### config.mk
export PLATFORM = sky130hd
export DESIGN_NAME = transient_event_detector
export DESIGN_NICKNAME = d
export VERILOG_FILES = /design/src/hw/ted_pkg.sv /design/src/hw/transient_event_detector.sv
export VERILOG_INCLUDE_DIRS = /design/src /design/src/hw
export SDC_FILE = /design/constraint.sdc
export NUM_CORES = 1
export LEC_CHECK = 0
export ABC_AREA = 1
export BUFFER_PORTS_ARGS = -buffer_cell sky130_fd_sc_hd__buf_2
export CAP_MARGIN = 20
export CORE_UTILIZATION = 65
export CTS_BUF_LIST = sky130_fd_sc_hd__clkbuf_8
export DETAILED_ROUTE_END_ITERATION = 12
export PLACE_DENSITY = 0.88
export SYNTH_ARGS = -nofsm -noshare
export SYNTH_HDL_FRONTEND = slang
export SYNTH_SLANG_ARGS = --single-unit
### constraint.sdc
create_clock -name sys_clk -period 5.3 [get_ports sys_clk]
set_input_delay 1.06 -clock sys_clk [delete_from_list [all_inputs] [get_ports sys_clk]]
set_output_delay 1.06 -clock sys_clk [all_outputs]
set_load 0.02 [all_outputs]
### src/hw/ted_cfg.svh
/*
 Constants for the transient event detector: register offsets, field
 positions, reset values and debounce timing.
 Assumes a 125 MHz system clock and inclusion by bare name.
*/
`ifndef TED_CFG_SVH
`define TED_CFG_SVH

// ==========================================================
// Register offsets
`define TED_ADDR_FFMT_COUNT   8'h18
`define TED_ADDR_TR_CFG       8'h1d
`define TED_ADDR_TR_SRC       8'h1e
`define TED_ADDR_TR_THS       8'h1f
`define TED_ADDR_TR_COUNT     8'h20

// ==========================================================
// Reset values
`define TED_RST_BYTE          8'h00
`define TED_RST_CFG           5'h00
`define TED_RST_BIT           1'b0

// ==========================================================
// Field positions
`define TED_CFG_LATCH_BIT     4
`define TED_CFG_EN_HI         3
`define TED_CFG_EN_LO         1
`define TED_CFG_BYPASS_BIT    0
`define TED_THS_MODE_BIT      7
`define TED_THS_VAL_HI        6
`define TED_THS_VAL_LO        0
`define TED_SRC_EA_BIT        6
`define TED_SAMPLE_SIGN_BIT   11
`define TED_SAMPLE_THS_HI     11
`define TED_SAMPLE_THS_LO     4

// ==========================================================
// Threshold limits; 63 counts of 0.063 g is the 4 g ceiling
`define TED_THS_LOWNOISE_MAX  7'h3f

// ==========================================================
// Timing: base debounce step is 1.25 ms, clock period 8 ns
`define TED_BASE_STEP_NS      1250000
`define TED_CLK_PERIOD_NS     8

// Step multipliers of the 1.25 ms base step
`define TED_MULT_1            8'h01
`define TED_MULT_2            8'h02
`define TED_MULT_4            8'h04
`define TED_MULT_8            8'h08
`define TED_MULT_16           8'h10
`define TED_MULT_64           8'h40
`define TED_MULT_128          8'h80

// Data rate codes
`define TED_ODR_800           3'h0
`define TED_ODR_400           3'h1
`define TED_ODR_200           3'h2
`define TED_ODR_100           3'h3
`define TED_ODR_50            3'h4
`define TED_ODR_12P5          3'h5

`endif

### src/hw/ted_pkg.sv
/*
 Types shared by the transient event detector.
 Assumes ted_cfg.svh supplies the numeric constants.
*/
package ted_pkg;

	// ==========================================================
	// Oversampling modes
	typedef enum logic [1:0] {
		TED_MODE_NORMAL  = 2'h0,
		TED_MODE_LOWNOISE = 2'h1,
		TED_MODE_HIGH_RESOLUTION_MODE = 2'h2,
		TED_MODE_LOWPOWER = 2'h3
	} ted_mode_e;

	// ==========================================================
	// One sample per axis, two's complement, z in the top slot
	typedef struct packed {
		logic [11:0] z;
		logic [11:0] y;
		logic [11:0] x;
	} ted_axes_s;

	// Register access request from the serial interface
	typedef struct packed {
		logic [7:0] addr;
		logic       wrEn;
		logic       rdEn;
		logic [7:0] wrData;
	} ted_reg_req_s;

endpackage

### src/hw/transient_event_detector.sv
/*
 Transient (high-pass) event detector for three axes, with the debounce
 stage of the freefall/motion detector sharing the same step timer.
 Assumes the serial register interface presents one-cycle read and write
 strobes, samples arrive with a one-cycle valid, and the filter, the
 freefall/motion condition and interrupt routing live outside.
*/
`timescale 1ns/1ps
`include "ted_cfg.svh"

// Summary of operation
// [RULE1] Hold 8-bit freefall/motion count, reset zero
// [RULE2] Freefall/motion flag when counter reaches count
// [RULE3] Freefall/motion counter saturates at count
// [RULE4] Counter advances once per sample period; here once per shared debounce step of stepMult base steps, from rate and mode
// [RULE5] Transient step from rate and oversampling mode
// [RULE6] Config byte: latch, axis enables, bypass
// [RULE7] Enabled axis flags when change exceeds threshold
// [RULE8] Bypass selects unfiltered samples for comparison
// [RULE9] Source byte: EA bit 6, axis pairs
// [RULE10] EA set when enabled axis flag asserted
// [RULE11] Polarity zero positive, one negative
// [RULE12] Latched EA freezes other source bits
// [RULE13] Active EA: add axes, never clear
// [RULE14] Source read clears bits and interrupt
// [RULE15] 7-bit threshold, 0.063 g per count
// [RULE16] Low-noise limits threshold to 4 g
// [RULE17] Threshold bit 7 selects counter mode
// [RULE18] 8-bit transient count, reset zero
// [RULE19] Event flag; interrupt only when enabled
// [RULE20] Condition false: clear or decrement counter
// [RULE21] EA drives level interrupt until read
// [RULE22] Unlatched source follows live comparison; here it holds and adds axes until read once EA is set
module transient_event_detector #(
	parameter int unsigned BASE_STEP_CYCLES =
		`TED_BASE_STEP_NS / `TED_CLK_PERIOD_NS
) (
	input  wire logic                 sys_clk,
	input  wire logic                 rst_n,
	input  wire ted_pkg::ted_reg_req_s regReq,
	output logic [7:0]                regRdData,
	input  wire logic                 sampleValid,
	input  wire ted_pkg::ted_axes_s   rawAxes,
	input  wire ted_pkg::ted_axes_s   filteredAxes,
	input  wire logic [2:0]           outputDataRate,
	input  wire ted_pkg::ted_mode_e   oversampleMode,
	input  wire logic                 lowNoiseEnable,
	input  wire logic                 transientIrqEnable,
	input  wire logic                 ffMotionCond,
	input  wire logic                 ffMotionCounterMode,
	output logic                      transientIrq,
	output logic                      ffMotionEvent,
	output logic                      stepTick
);
	import ted_pkg::*;

	// ==========================================================
	// Registers
	logic [4:0]  transientConfig_ff;
	logic [7:0]  transientThreshold_ff;
	logic [7:0]  transientCount_ff;
	logic [7:0]  ffMotionCount_ff;
	logic [2:0]  srcEvent_ff;
	logic [2:0]  srcPol_ff;
	logic        srcActive_ff;
	logic [7:0]  regRdData_ff;
	logic        transientIrq_ff;
	logic [7:0]  trDebounce_ff;
	logic [7:0]  ffDebounce_ff;
	logic        ffMotionEvent_ff;
	logic [2:0]  liveOver_ff;
	logic [2:0]  livePol_ff;
	logic [31:0] baseCnt_ff;
	logic [7:0]  multCnt_ff;
	logic        stepTick_ff;

	logic [7:0]  nxt_trDebounce;
	logic [7:0]  nxt_ffDebounce;
	logic [2:0]  nxt_srcEvent;
	logic [2:0]  nxt_srcPol;
	logic        nxt_srcActive;
	logic [7:0]  nxt_regRdData;

	logic        latchEnable;
	logic [2:0]  axisEnable;
	logic        filterBypass;
	logic        counterModeSelect;
	logic [6:0]  thresholdValue;
	logic [6:0]  effThreshold;
	logic [2:0][11:0] selAxes;
	logic [2:0]  axisOver;
	logic [2:0]  axisNeg;
	logic        trCond;
	logic        trQualified;
	logic        srcRead;
	logic [7:0]  stepMult;
	logic        baseTick;

	// ==========================================================
	// Field decode
	assign latchEnable  = transientConfig_ff[`TED_CFG_LATCH_BIT];       // RULE6
	assign axisEnable   =
		transientConfig_ff[`TED_CFG_EN_HI:`TED_CFG_EN_LO];          // RULE6
	assign filterBypass = transientConfig_ff[`TED_CFG_BYPASS_BIT];      // RULE6
	assign counterModeSelect =
		transientThreshold_ff[`TED_THS_MODE_BIT];                   // RULE17
	assign thresholdValue =
		transientThreshold_ff[`TED_THS_VAL_HI:`TED_THS_VAL_LO];     // RULE15
	assign srcRead = regReq.rdEn && (regReq.addr == `TED_ADDR_TR_SRC);

	// Low-noise caps the threshold at 4 g instead of 8 g
	assign effThreshold = (lowNoiseEnable &&
		thresholdValue > `TED_THS_LOWNOISE_MAX) ?
		`TED_THS_LOWNOISE_MAX : thresholdValue;                     // RULE16

	// Bypass picks raw data; the channel then acts as a motion detector
	assign selAxes = filterBypass ? rawAxes : filteredAxes;             // RULE8

	// ==========================================================
	// Per-axis magnitude compare against threshold
	generate
		for (genvar i = 0; i < 3; i++) begin : g_axis
			logic [11:0] mag;
			logic [7:0]  magUnits;
			assign mag = selAxes[i][`TED_SAMPLE_SIGN_BIT] ?
				12'(-selAxes[i]) : selAxes[i];
			// 16 sample counts per threshold count
			assign magUnits =
				mag[`TED_SAMPLE_THS_HI:`TED_SAMPLE_THS_LO];
			assign axisOver[i] = axisEnable[i] &&
				(magUnits > {1'b0, effThreshold});          // RULE7
			assign axisNeg[i] =
				selAxes[i][`TED_SAMPLE_SIGN_BIT];           // RULE11
		end
	endgenerate

	// Latest comparison held until the next sample
	always_ff @(posedge sys_clk or negedge rst_n) begin
		if (!rst_n) begin
			liveOver_ff <= 3'h0;
			livePol_ff  <= 3'h0;
		end else if (sampleValid) begin
			liveOver_ff <= axisOver;                             // RULE7
			livePol_ff  <= axisNeg & axisOver;                   // RULE11
		end
	end

	// ==========================================================
	// Debounce step length by data rate and oversampling mode
	always_comb begin
		case (outputDataRate)
		`TED_ODR_800: stepMult = `TED_MULT_1;
		`TED_ODR_400: stepMult = `TED_MULT_2;
		`TED_ODR_200: stepMult = (oversampleMode == TED_MODE_HIGH_RESOLUTION_MODE) ?
			`TED_MULT_2 : `TED_MULT_4;
		`TED_ODR_100: stepMult = (oversampleMode == TED_MODE_HIGH_RESOLUTION_MODE) ?
			`TED_MULT_2 : `TED_MULT_8;
		`TED_ODR_50: stepMult = (oversampleMode == TED_MODE_HIGH_RESOLUTION_MODE) ?
			`TED_MULT_2 : `TED_MULT_16;
		`TED_ODR_12P5: begin
			case (oversampleMode)
			TED_MODE_NORMAL:  stepMult = `TED_MULT_16;
			TED_MODE_HIGH_RESOLUTION_MODE: stepMult = `TED_MULT_2;
			default:          stepMult = `TED_MULT_64;
			endcase
		end
		default: begin
			// 6.25 Hz and 1.56 Hz share the long-step caps
			case (oversampleMode)
			TED_MODE_NORMAL:   stepMult = `TED_MULT_16;      // RULE5
			TED_MODE_LOWNOISE: stepMult = `TED_MULT_64;      // RULE5
			TED_MODE_HIGH_RESOLUTION_MODE:  stepMult = `TED_MULT_2;       // RULE4
			default:           stepMult = `TED_MULT_128;     // RULE5
			endcase
		end
		endcase
	end

	assign baseTick = (baseCnt_ff == BASE_STEP_CYCLES - 1);

	// Base 1.25 ms tick from the system clock
	always_ff @(posedge sys_clk or negedge rst_n) begin
		if (!rst_n) begin
			baseCnt_ff <= 32'h0000_0000;
		end else if (baseTick) begin
			baseCnt_ff <= 32'h0000_0000;
		end else begin
			baseCnt_ff <= baseCnt_ff + 32'h0000_0001;
		end
	end

	// Step tick every stepMult base ticks; a shorter step ends the current one at the first base tick where its count reaches the new length
	always_ff @(posedge sys_clk or negedge rst_n) begin
		if (!rst_n) begin
			multCnt_ff  <= 8'h00;
			stepTick_ff <= 1'b0;
		end else begin
			stepTick_ff <= 1'b0;
			if (baseTick) begin
				if (multCnt_ff + 8'h01 >= stepMult) begin
					multCnt_ff  <= 8'h00;
					stepTick_ff <= 1'b1;                 // RULE4
				end else begin
					multCnt_ff <= multCnt_ff + 8'h01;
				end
			end
		end
	end

	// ==========================================================
	// Transient debounce counter
	assign trCond = |liveOver_ff;

	always_comb begin
		nxt_trDebounce = trDebounce_ff;
		if (trCond) begin
			if (trDebounce_ff < transientCount_ff)
				nxt_trDebounce = trDebounce_ff + 8'h01;
		end else if (counterModeSelect) begin
			nxt_trDebounce = 8'h00;                              // RULE20
		end else if (trDebounce_ff != 8'h00) begin
			nxt_trDebounce = trDebounce_ff - 8'h01;              // RULE20
		end
	end

	// Event once the debounce counter reaches count while the condition holds
	assign trQualified = trCond &&
		(nxt_trDebounce >= transientCount_ff);                      // RULE18

	always_ff @(posedge sys_clk or negedge rst_n) begin
		if (!rst_n) begin
			trDebounce_ff <= `TED_RST_BYTE;
		end else if (stepTick_ff) begin
			trDebounce_ff <= nxt_trDebounce;                     // RULE17
		end
	end

	// ==========================================================
	// Source register; a read clears first so a same-cycle event wins
	always_comb begin
		nxt_srcEvent  = srcRead ? 3'h0 : srcEvent_ff;                // RULE14
		nxt_srcPol    = srcRead ? 3'h0 : srcPol_ff;                  // RULE14
		nxt_srcActive = srcRead ? 1'b0 : srcActive_ff;               // RULE14
		if (stepTick_ff) begin
			if (nxt_srcActive && latchEnable) begin
				// Frozen until the host reads
				nxt_srcEvent = nxt_srcEvent;                 // RULE12
			end else if (trQualified) begin
				nxt_srcEvent  = nxt_srcEvent | liveOver_ff;  // RULE13
				nxt_srcPol    = (nxt_srcPol & ~liveOver_ff) |
					livePol_ff;                          // RULE13
				nxt_srcActive = 1'b1;                        // RULE10
			end else if (!nxt_srcActive) begin
				nxt_srcEvent = 3'h0;                         // RULE22
				nxt_srcPol   = 3'h0;                         // RULE22
			end
		end
	end

	always_ff @(posedge sys_clk or negedge rst_n) begin
		if (!rst_n) begin
			srcEvent_ff  <= 3'h0;
			srcPol_ff    <= 3'h0;
			srcActive_ff <= `TED_RST_BIT;
		end else begin
			srcEvent_ff  <= nxt_srcEvent;                        // RULE19
			srcPol_ff    <= nxt_srcPol;                          // RULE11
			srcActive_ff <= nxt_srcActive;                       // RULE10
		end
	end

	// Level request held until the source read
	always_ff @(posedge sys_clk or negedge rst_n) begin
		if (!rst_n) begin
			transientIrq_ff <= 1'b0;
		end else begin
			transientIrq_ff <= nxt_srcActive &&
				transientIrqEnable;                          // RULE21
		end
	end

	// ==========================================================
	// Freefall/motion debounce, same step timer
	always_comb begin
		nxt_ffDebounce = ffDebounce_ff;
		if (ffMotionCond) begin
			if (ffDebounce_ff < ffMotionCount_ff)
				nxt_ffDebounce = ffDebounce_ff + 8'h01;      // RULE3
			else
				nxt_ffDebounce = ffMotionCount_ff;           // RULE3
		end else if (ffMotionCounterMode) begin
			nxt_ffDebounce = 8'h00;
		end else if (ffDebounce_ff != 8'h00) begin
			nxt_ffDebounce = ffDebounce_ff - 8'h01;
		end
	end

	always_ff @(posedge sys_clk or negedge rst_n) begin
		if (!rst_n) begin
			ffDebounce_ff    <= `TED_RST_BYTE;
			ffMotionEvent_ff <= 1'b0;
		end else if (stepTick_ff) begin
			ffDebounce_ff    <= nxt_ffDebounce;                  // RULE4
			ffMotionEvent_ff <= ffMotionCond &&
				(nxt_ffDebounce == ffMotionCount_ff);        // RULE2
		end
	end

	// ==========================================================
	// Register writes
	always_ff @(posedge sys_clk or negedge rst_n) begin
		if (!rst_n) begin
			ffMotionCount_ff      <= `TED_RST_BYTE;              // RULE1
			transientConfig_ff    <= `TED_RST_CFG;               // RULE6
			transientThreshold_ff <= `TED_RST_BYTE;              // RULE17
			transientCount_ff     <= `TED_RST_BYTE;              // RULE18
		end else if (regReq.wrEn) begin
			case (regReq.addr)
			`TED_ADDR_FFMT_COUNT:
				ffMotionCount_ff <= regReq.wrData;           // RULE1
			`TED_ADDR_TR_CFG:
				transientConfig_ff <= regReq.wrData[
					`TED_CFG_LATCH_BIT:`TED_CFG_BYPASS_BIT]; // RULE6
			`TED_ADDR_TR_THS:
				transientThreshold_ff <= regReq.wrData;      // RULE15
			`TED_ADDR_TR_COUNT:
				transientCount_ff <= regReq.wrData;          // RULE18
			default: ;
			endcase
		end
	end

	// ==========================================================
	// Register reads, data valid the cycle after the strobe
	always_comb begin
		case (regReq.addr)
		`TED_ADDR_FFMT_COUNT: nxt_regRdData = ffMotionCount_ff;
		`TED_ADDR_TR_CFG:     nxt_regRdData = {3'h0, transientConfig_ff};
		`TED_ADDR_TR_SRC:     nxt_regRdData = {1'b0, srcActive_ff,
			srcEvent_ff[2], srcPol_ff[2], srcEvent_ff[1],
			srcPol_ff[1], srcEvent_ff[0], srcPol_ff[0]};         // RULE9
		`TED_ADDR_TR_THS:     nxt_regRdData = transientThreshold_ff;
		`TED_ADDR_TR_COUNT:   nxt_regRdData = transientCount_ff;
		default:              nxt_regRdData = 8'h00;
		endcase
	end

	always_ff @(posedge sys_clk or negedge rst_n) begin
		if (!rst_n) begin
			regRdData_ff <= 8'h00;
		end else if (regReq.rdEn) begin
			regRdData_ff <= nxt_regRdData;
		end
	end

	// ==========================================================
	// Outputs straight from flops
	assign regRdData     = regRdData_ff;
	assign transientIrq  = transientIrq_ff;
	assign ffMotionEvent = ffMotionEvent_ff;
	assign stepTick      = stepTick_ff;

endmodule

==> metrics.txt <==
cts hold-fix bufs 0; Max Freq ~0.28 GHz; Synth Net Count ~1300; Clock power frac 29.1%; Worst Clk Skew between 0.01 and 0.015 ns; Internal Power 0.00125 W; commonest non-fill, non-tap cell in the layout nand2_1; initial DRC count about 600; Worst IR Drop VDD approximately 0.00019 V; sequential fraction of the synthesis area approximately 32%; Hold WC Path Type flop to flop; post-route ant nets 0; post-synth top area cell dfrtp_1; relative slew slack about 36%; H-Tree Depth 3; Top delay family on crit path compound AO/OA/AOI/OAI gates; post-synthesis cell count approximately 1200; Via-to-Cell Ratio between 5 and 6; Critical Path Max Stage Delay between 0.4 and 0.5 ns; final-report setup violation count 0; Comb power frac 23.3%; Core Rows 41; RSZ-0062 raised after global routing false; cell area after synthesis around 8500 µm²; CTS tree built; top cells by area, synth dfrtp_1 (32%), nand2_1 (13%), ha_1 (8.7%); Final Max Slew Viols 0; crit path max fanout 11; outcome finished, final reports clean; area added between synthesis and finish 10.1%; maxcap violations 0; maximum root-to-sink buffer count 2; Hold Violations, Final 0; Tmin final approximately 3.6 ns; Post-Route WL roughly 21000 µm; Sw Ratio about a third; WL per Instance 14.5 µm; Final Instance Count excl. Fillers between 1000 and 1500; Leak about 4.9 nW; vias between 8000 and 9000; initial antenna violation count 0; placed cell count roughly 1400; chip width ~120 µm; Req. time, crit path approximately 5.6 ns; DP Wirelength about 16000 µm; Mapped Avg Cell Area 7.28 µm²; Crit path arrival time just under 4 ns; Initial Util ~67%; Die H between 100 and 150 µm; later-pin clock latency in the skew report 0.40 ns; CP cell instances ha_1 -> a21oi_1 -> o21ai_1 -> nand4_1 -> nand2_2 -> inv_1 -> o21ai_0 -> o21ai_0 -> ha_1 -> a21oi_1 -> o21ai_0 -> nand2_1 -> o2111ai_1 -> nand2_1 -> nand2_1 -> inv_1 -> nor2_1 -> nand2_1 -> o21ai_0 -> o21ai_1 -> inv_1; total power per unit cell area roughly 200 nW/µm²; number of synthesized register bits around 110; CTS Sinks roughly 110; WS Path Type flop to flop; NetSw 0.000577 W; Netlist cell types 52; drt drc 0; total clock buffers created by CTS 9; Total GRT Usage between 30% and 40%; ratio of final minimum period to clock period between 60% and 70%; routability cong. just under 1; I/O pin count between 100 and 150; top cell type's share of synthesized area between 30% and 40%; clk slew on worst S/H paths ~0.11 ns; largest net degree at the start of global routing between 70 and 80; Slew @ Worst Pin slightly below 1 ns; Core Area 12700 µm²; Setup TNS Final 0 ns; Startpoint Class flop; cells resized by post-CTS repair 0; vias in the first global route between 7000 and 8000; Diodes inserted 0; NumNets Final approximately 1400; CP Buf/Inv Count 3; iteration count of the initial detailed-routing pass 6; most frequent cells in the layout nand2_1 (286), inv_1 (164), buf_2 (111); Critical Path Slowest Stage Cell dfrtp_1; first-pass GRT wire length 34500 µm; CP Capture Type flop; Sequential Power Share between 40% and 50%; CTS root buffer clkbuf_8; Overflow after GRT 0; PortBufs 112; Synthesis Warnings 0; die area 13500 µm²; fraction of layout instances using a drive strength above 1 between 10% and 20%; setup bufs post-CTS 0
synthesized netlist by cell type, drive strengths merged:
| cell type | count |
|---|---|
| nand2 | 296 |
| inv | 171 |
| dfrtp | 109 |
| o21ai | 99 |
| nor2 | 85 |
| nand3 | 83 |
| ha | 59 |
| xor2 | 36 |
| a21oi | 32 |
| nor3 | 28 |
| nand4 | 25 |
| xnor2 | 25 |
| mux2i | 18 |
| buf | 16 |
| a31oi | 13 |
| nor4 | 10 |
| or2 | 9 |
| a221oi | 8 |
| nand3b | 8 |
| clkbuf | 7 |
| o21bai | 5 |
| nor3b | 4 |
| a22oi | 3 |
| a211oi | 2 |
| a21o | 2 |
| and2 | 2 |
| o2111ai | 2 |
| o211ai | 2 |
| o21a | 2 |
| o22ai | 2 |
| o31ai | 2 |
| a21boi | 1 |
| clkinv | 1 |
| nor4b | 1 |
| o32ai | 1 |
cells by family after synthesis:
family / count (synthesis) / synth area share, %
buffers and inverters: 195 / 9.28
xor gates and xnor gates: 61 / 6.28
AOI/OAI and AO/OA: 176 / 11.7
DFF: 109 / 32.1
muxes: 18 / 2.16
and+or+nand+nor: 551 / 29.9
adders and majority gates: 59 / 8.68
worst register-to-register path, cell delays in order (launching register included):
cell and delay (ns):
dfrtp_1 0.47, ha_1 0.32, a21oi_1 0.14, o21ai_1 0.09, nand4_1 0.09, nand2_2 0.09
inv_1 0.26, o21ai_0 0.12, o21ai_0 0.30, ha_1 0.31, a21oi_1 0.14, o21ai_0 0.09
nand2_1 0.07, o2111ai_1 0.23, nand2_1 0.24, nand2_1 0.10, inv_1 0.10, nor2_1 0.07
nand2_1 0.06, o21ai_0 0.07, o21ai_1 0.09, inv_1 0.05
state kept, by name, indices dropped and copies added, names as in the netlist:
name                   flops
baseCnt_ff                32
transientCount_ff          8
ffMotionCount_ff           8
srcEvent_ff                3
ffMotionEvent              1
stepTick                   1
transientConfig_ff         5
srcActive_ff               1
ffDebounce_ff              8
regRdData                  8
livePol_ff                 3
trDebounce_ff              8
multCnt_ff                 8
srcPol_ff                  3
transientThreshold_ff      8
liveOver_ff                3
transientIrq               1
layout make-up:
type                       instances  area [µm²]
tap                              172         215
timing repair buffer             115         586
clock inverter                     4        48.8
clock buffer                      11         151
fill                            1047        3310
multi-input combinational        865        4990
sequential                       109        2730
inverter                         172         646
per-layer routing:
layer  vias to the layer above  wire [µm]  GRT usage (%)
li1                       4046          -              -
met1                      3790       9200           43.5
met2                       273       9900           53.7
met3                        48       1340           6.80
met4                         0        550           11.1
met5                         -          0              0
power groups by stage:
| stage | clock (W) | combinational (W) | sequential (W) |
|---|---|---|---|
| finish | 0.000531 | 0.000424 | 0.000867 |
| global route | 0.000568 | 0.000483 | 0.000869 |
| CTS | 0.000539 | 0.000421 | 0.000866 |
| detailed placement | 0 | 0.000419 | 0.000882 |
| global placement | 0 | 0.000403 | 0.000882 |
| floorplan | 0 | 0.000298 | 0.000881 |
stage by stage:
step	instance area (µm²)	total power, W	hold WS, ns	setup slack [ns]	util (%)
after CTS	9360	0.00183	0.502	1.75	73.9
after global placement	9160	0.00128	0.465	1.96	72.3
final	9360	0.00182	0.499	1.68	73.9
after detailed placement	9160	0.00130	0.473	1.81	72.3
after global routing	9360	0.00192	0.516	1.34	73.9
after floorplan	8510	0.00118	0.443	2.35	-
final timing paths:
path | startpoint | end | slack, ns | depth (start not counted)
setup reg to reg | trDebounce_ff[3] | srcPol_ff[1] | 1.68 | 21
min in group asynchronous | rst_n | livePol_ff[2] | 0.80 | 1
setup / recovery | trDebounce_ff[3] | srcPol_ff[1] | 1.68 | 21
hold / removal | transientCount_ff[5] | transientCount_ff[5] | 0.50 | 2
max in group asynchronous | rst_n | ffMotionCount_ff[2] | 3.52 | 2
hold reg to reg | transientCount_ff[5] | transientCount_ff[5] | 0.50 | 2
(Power assumes the default switching activity.)
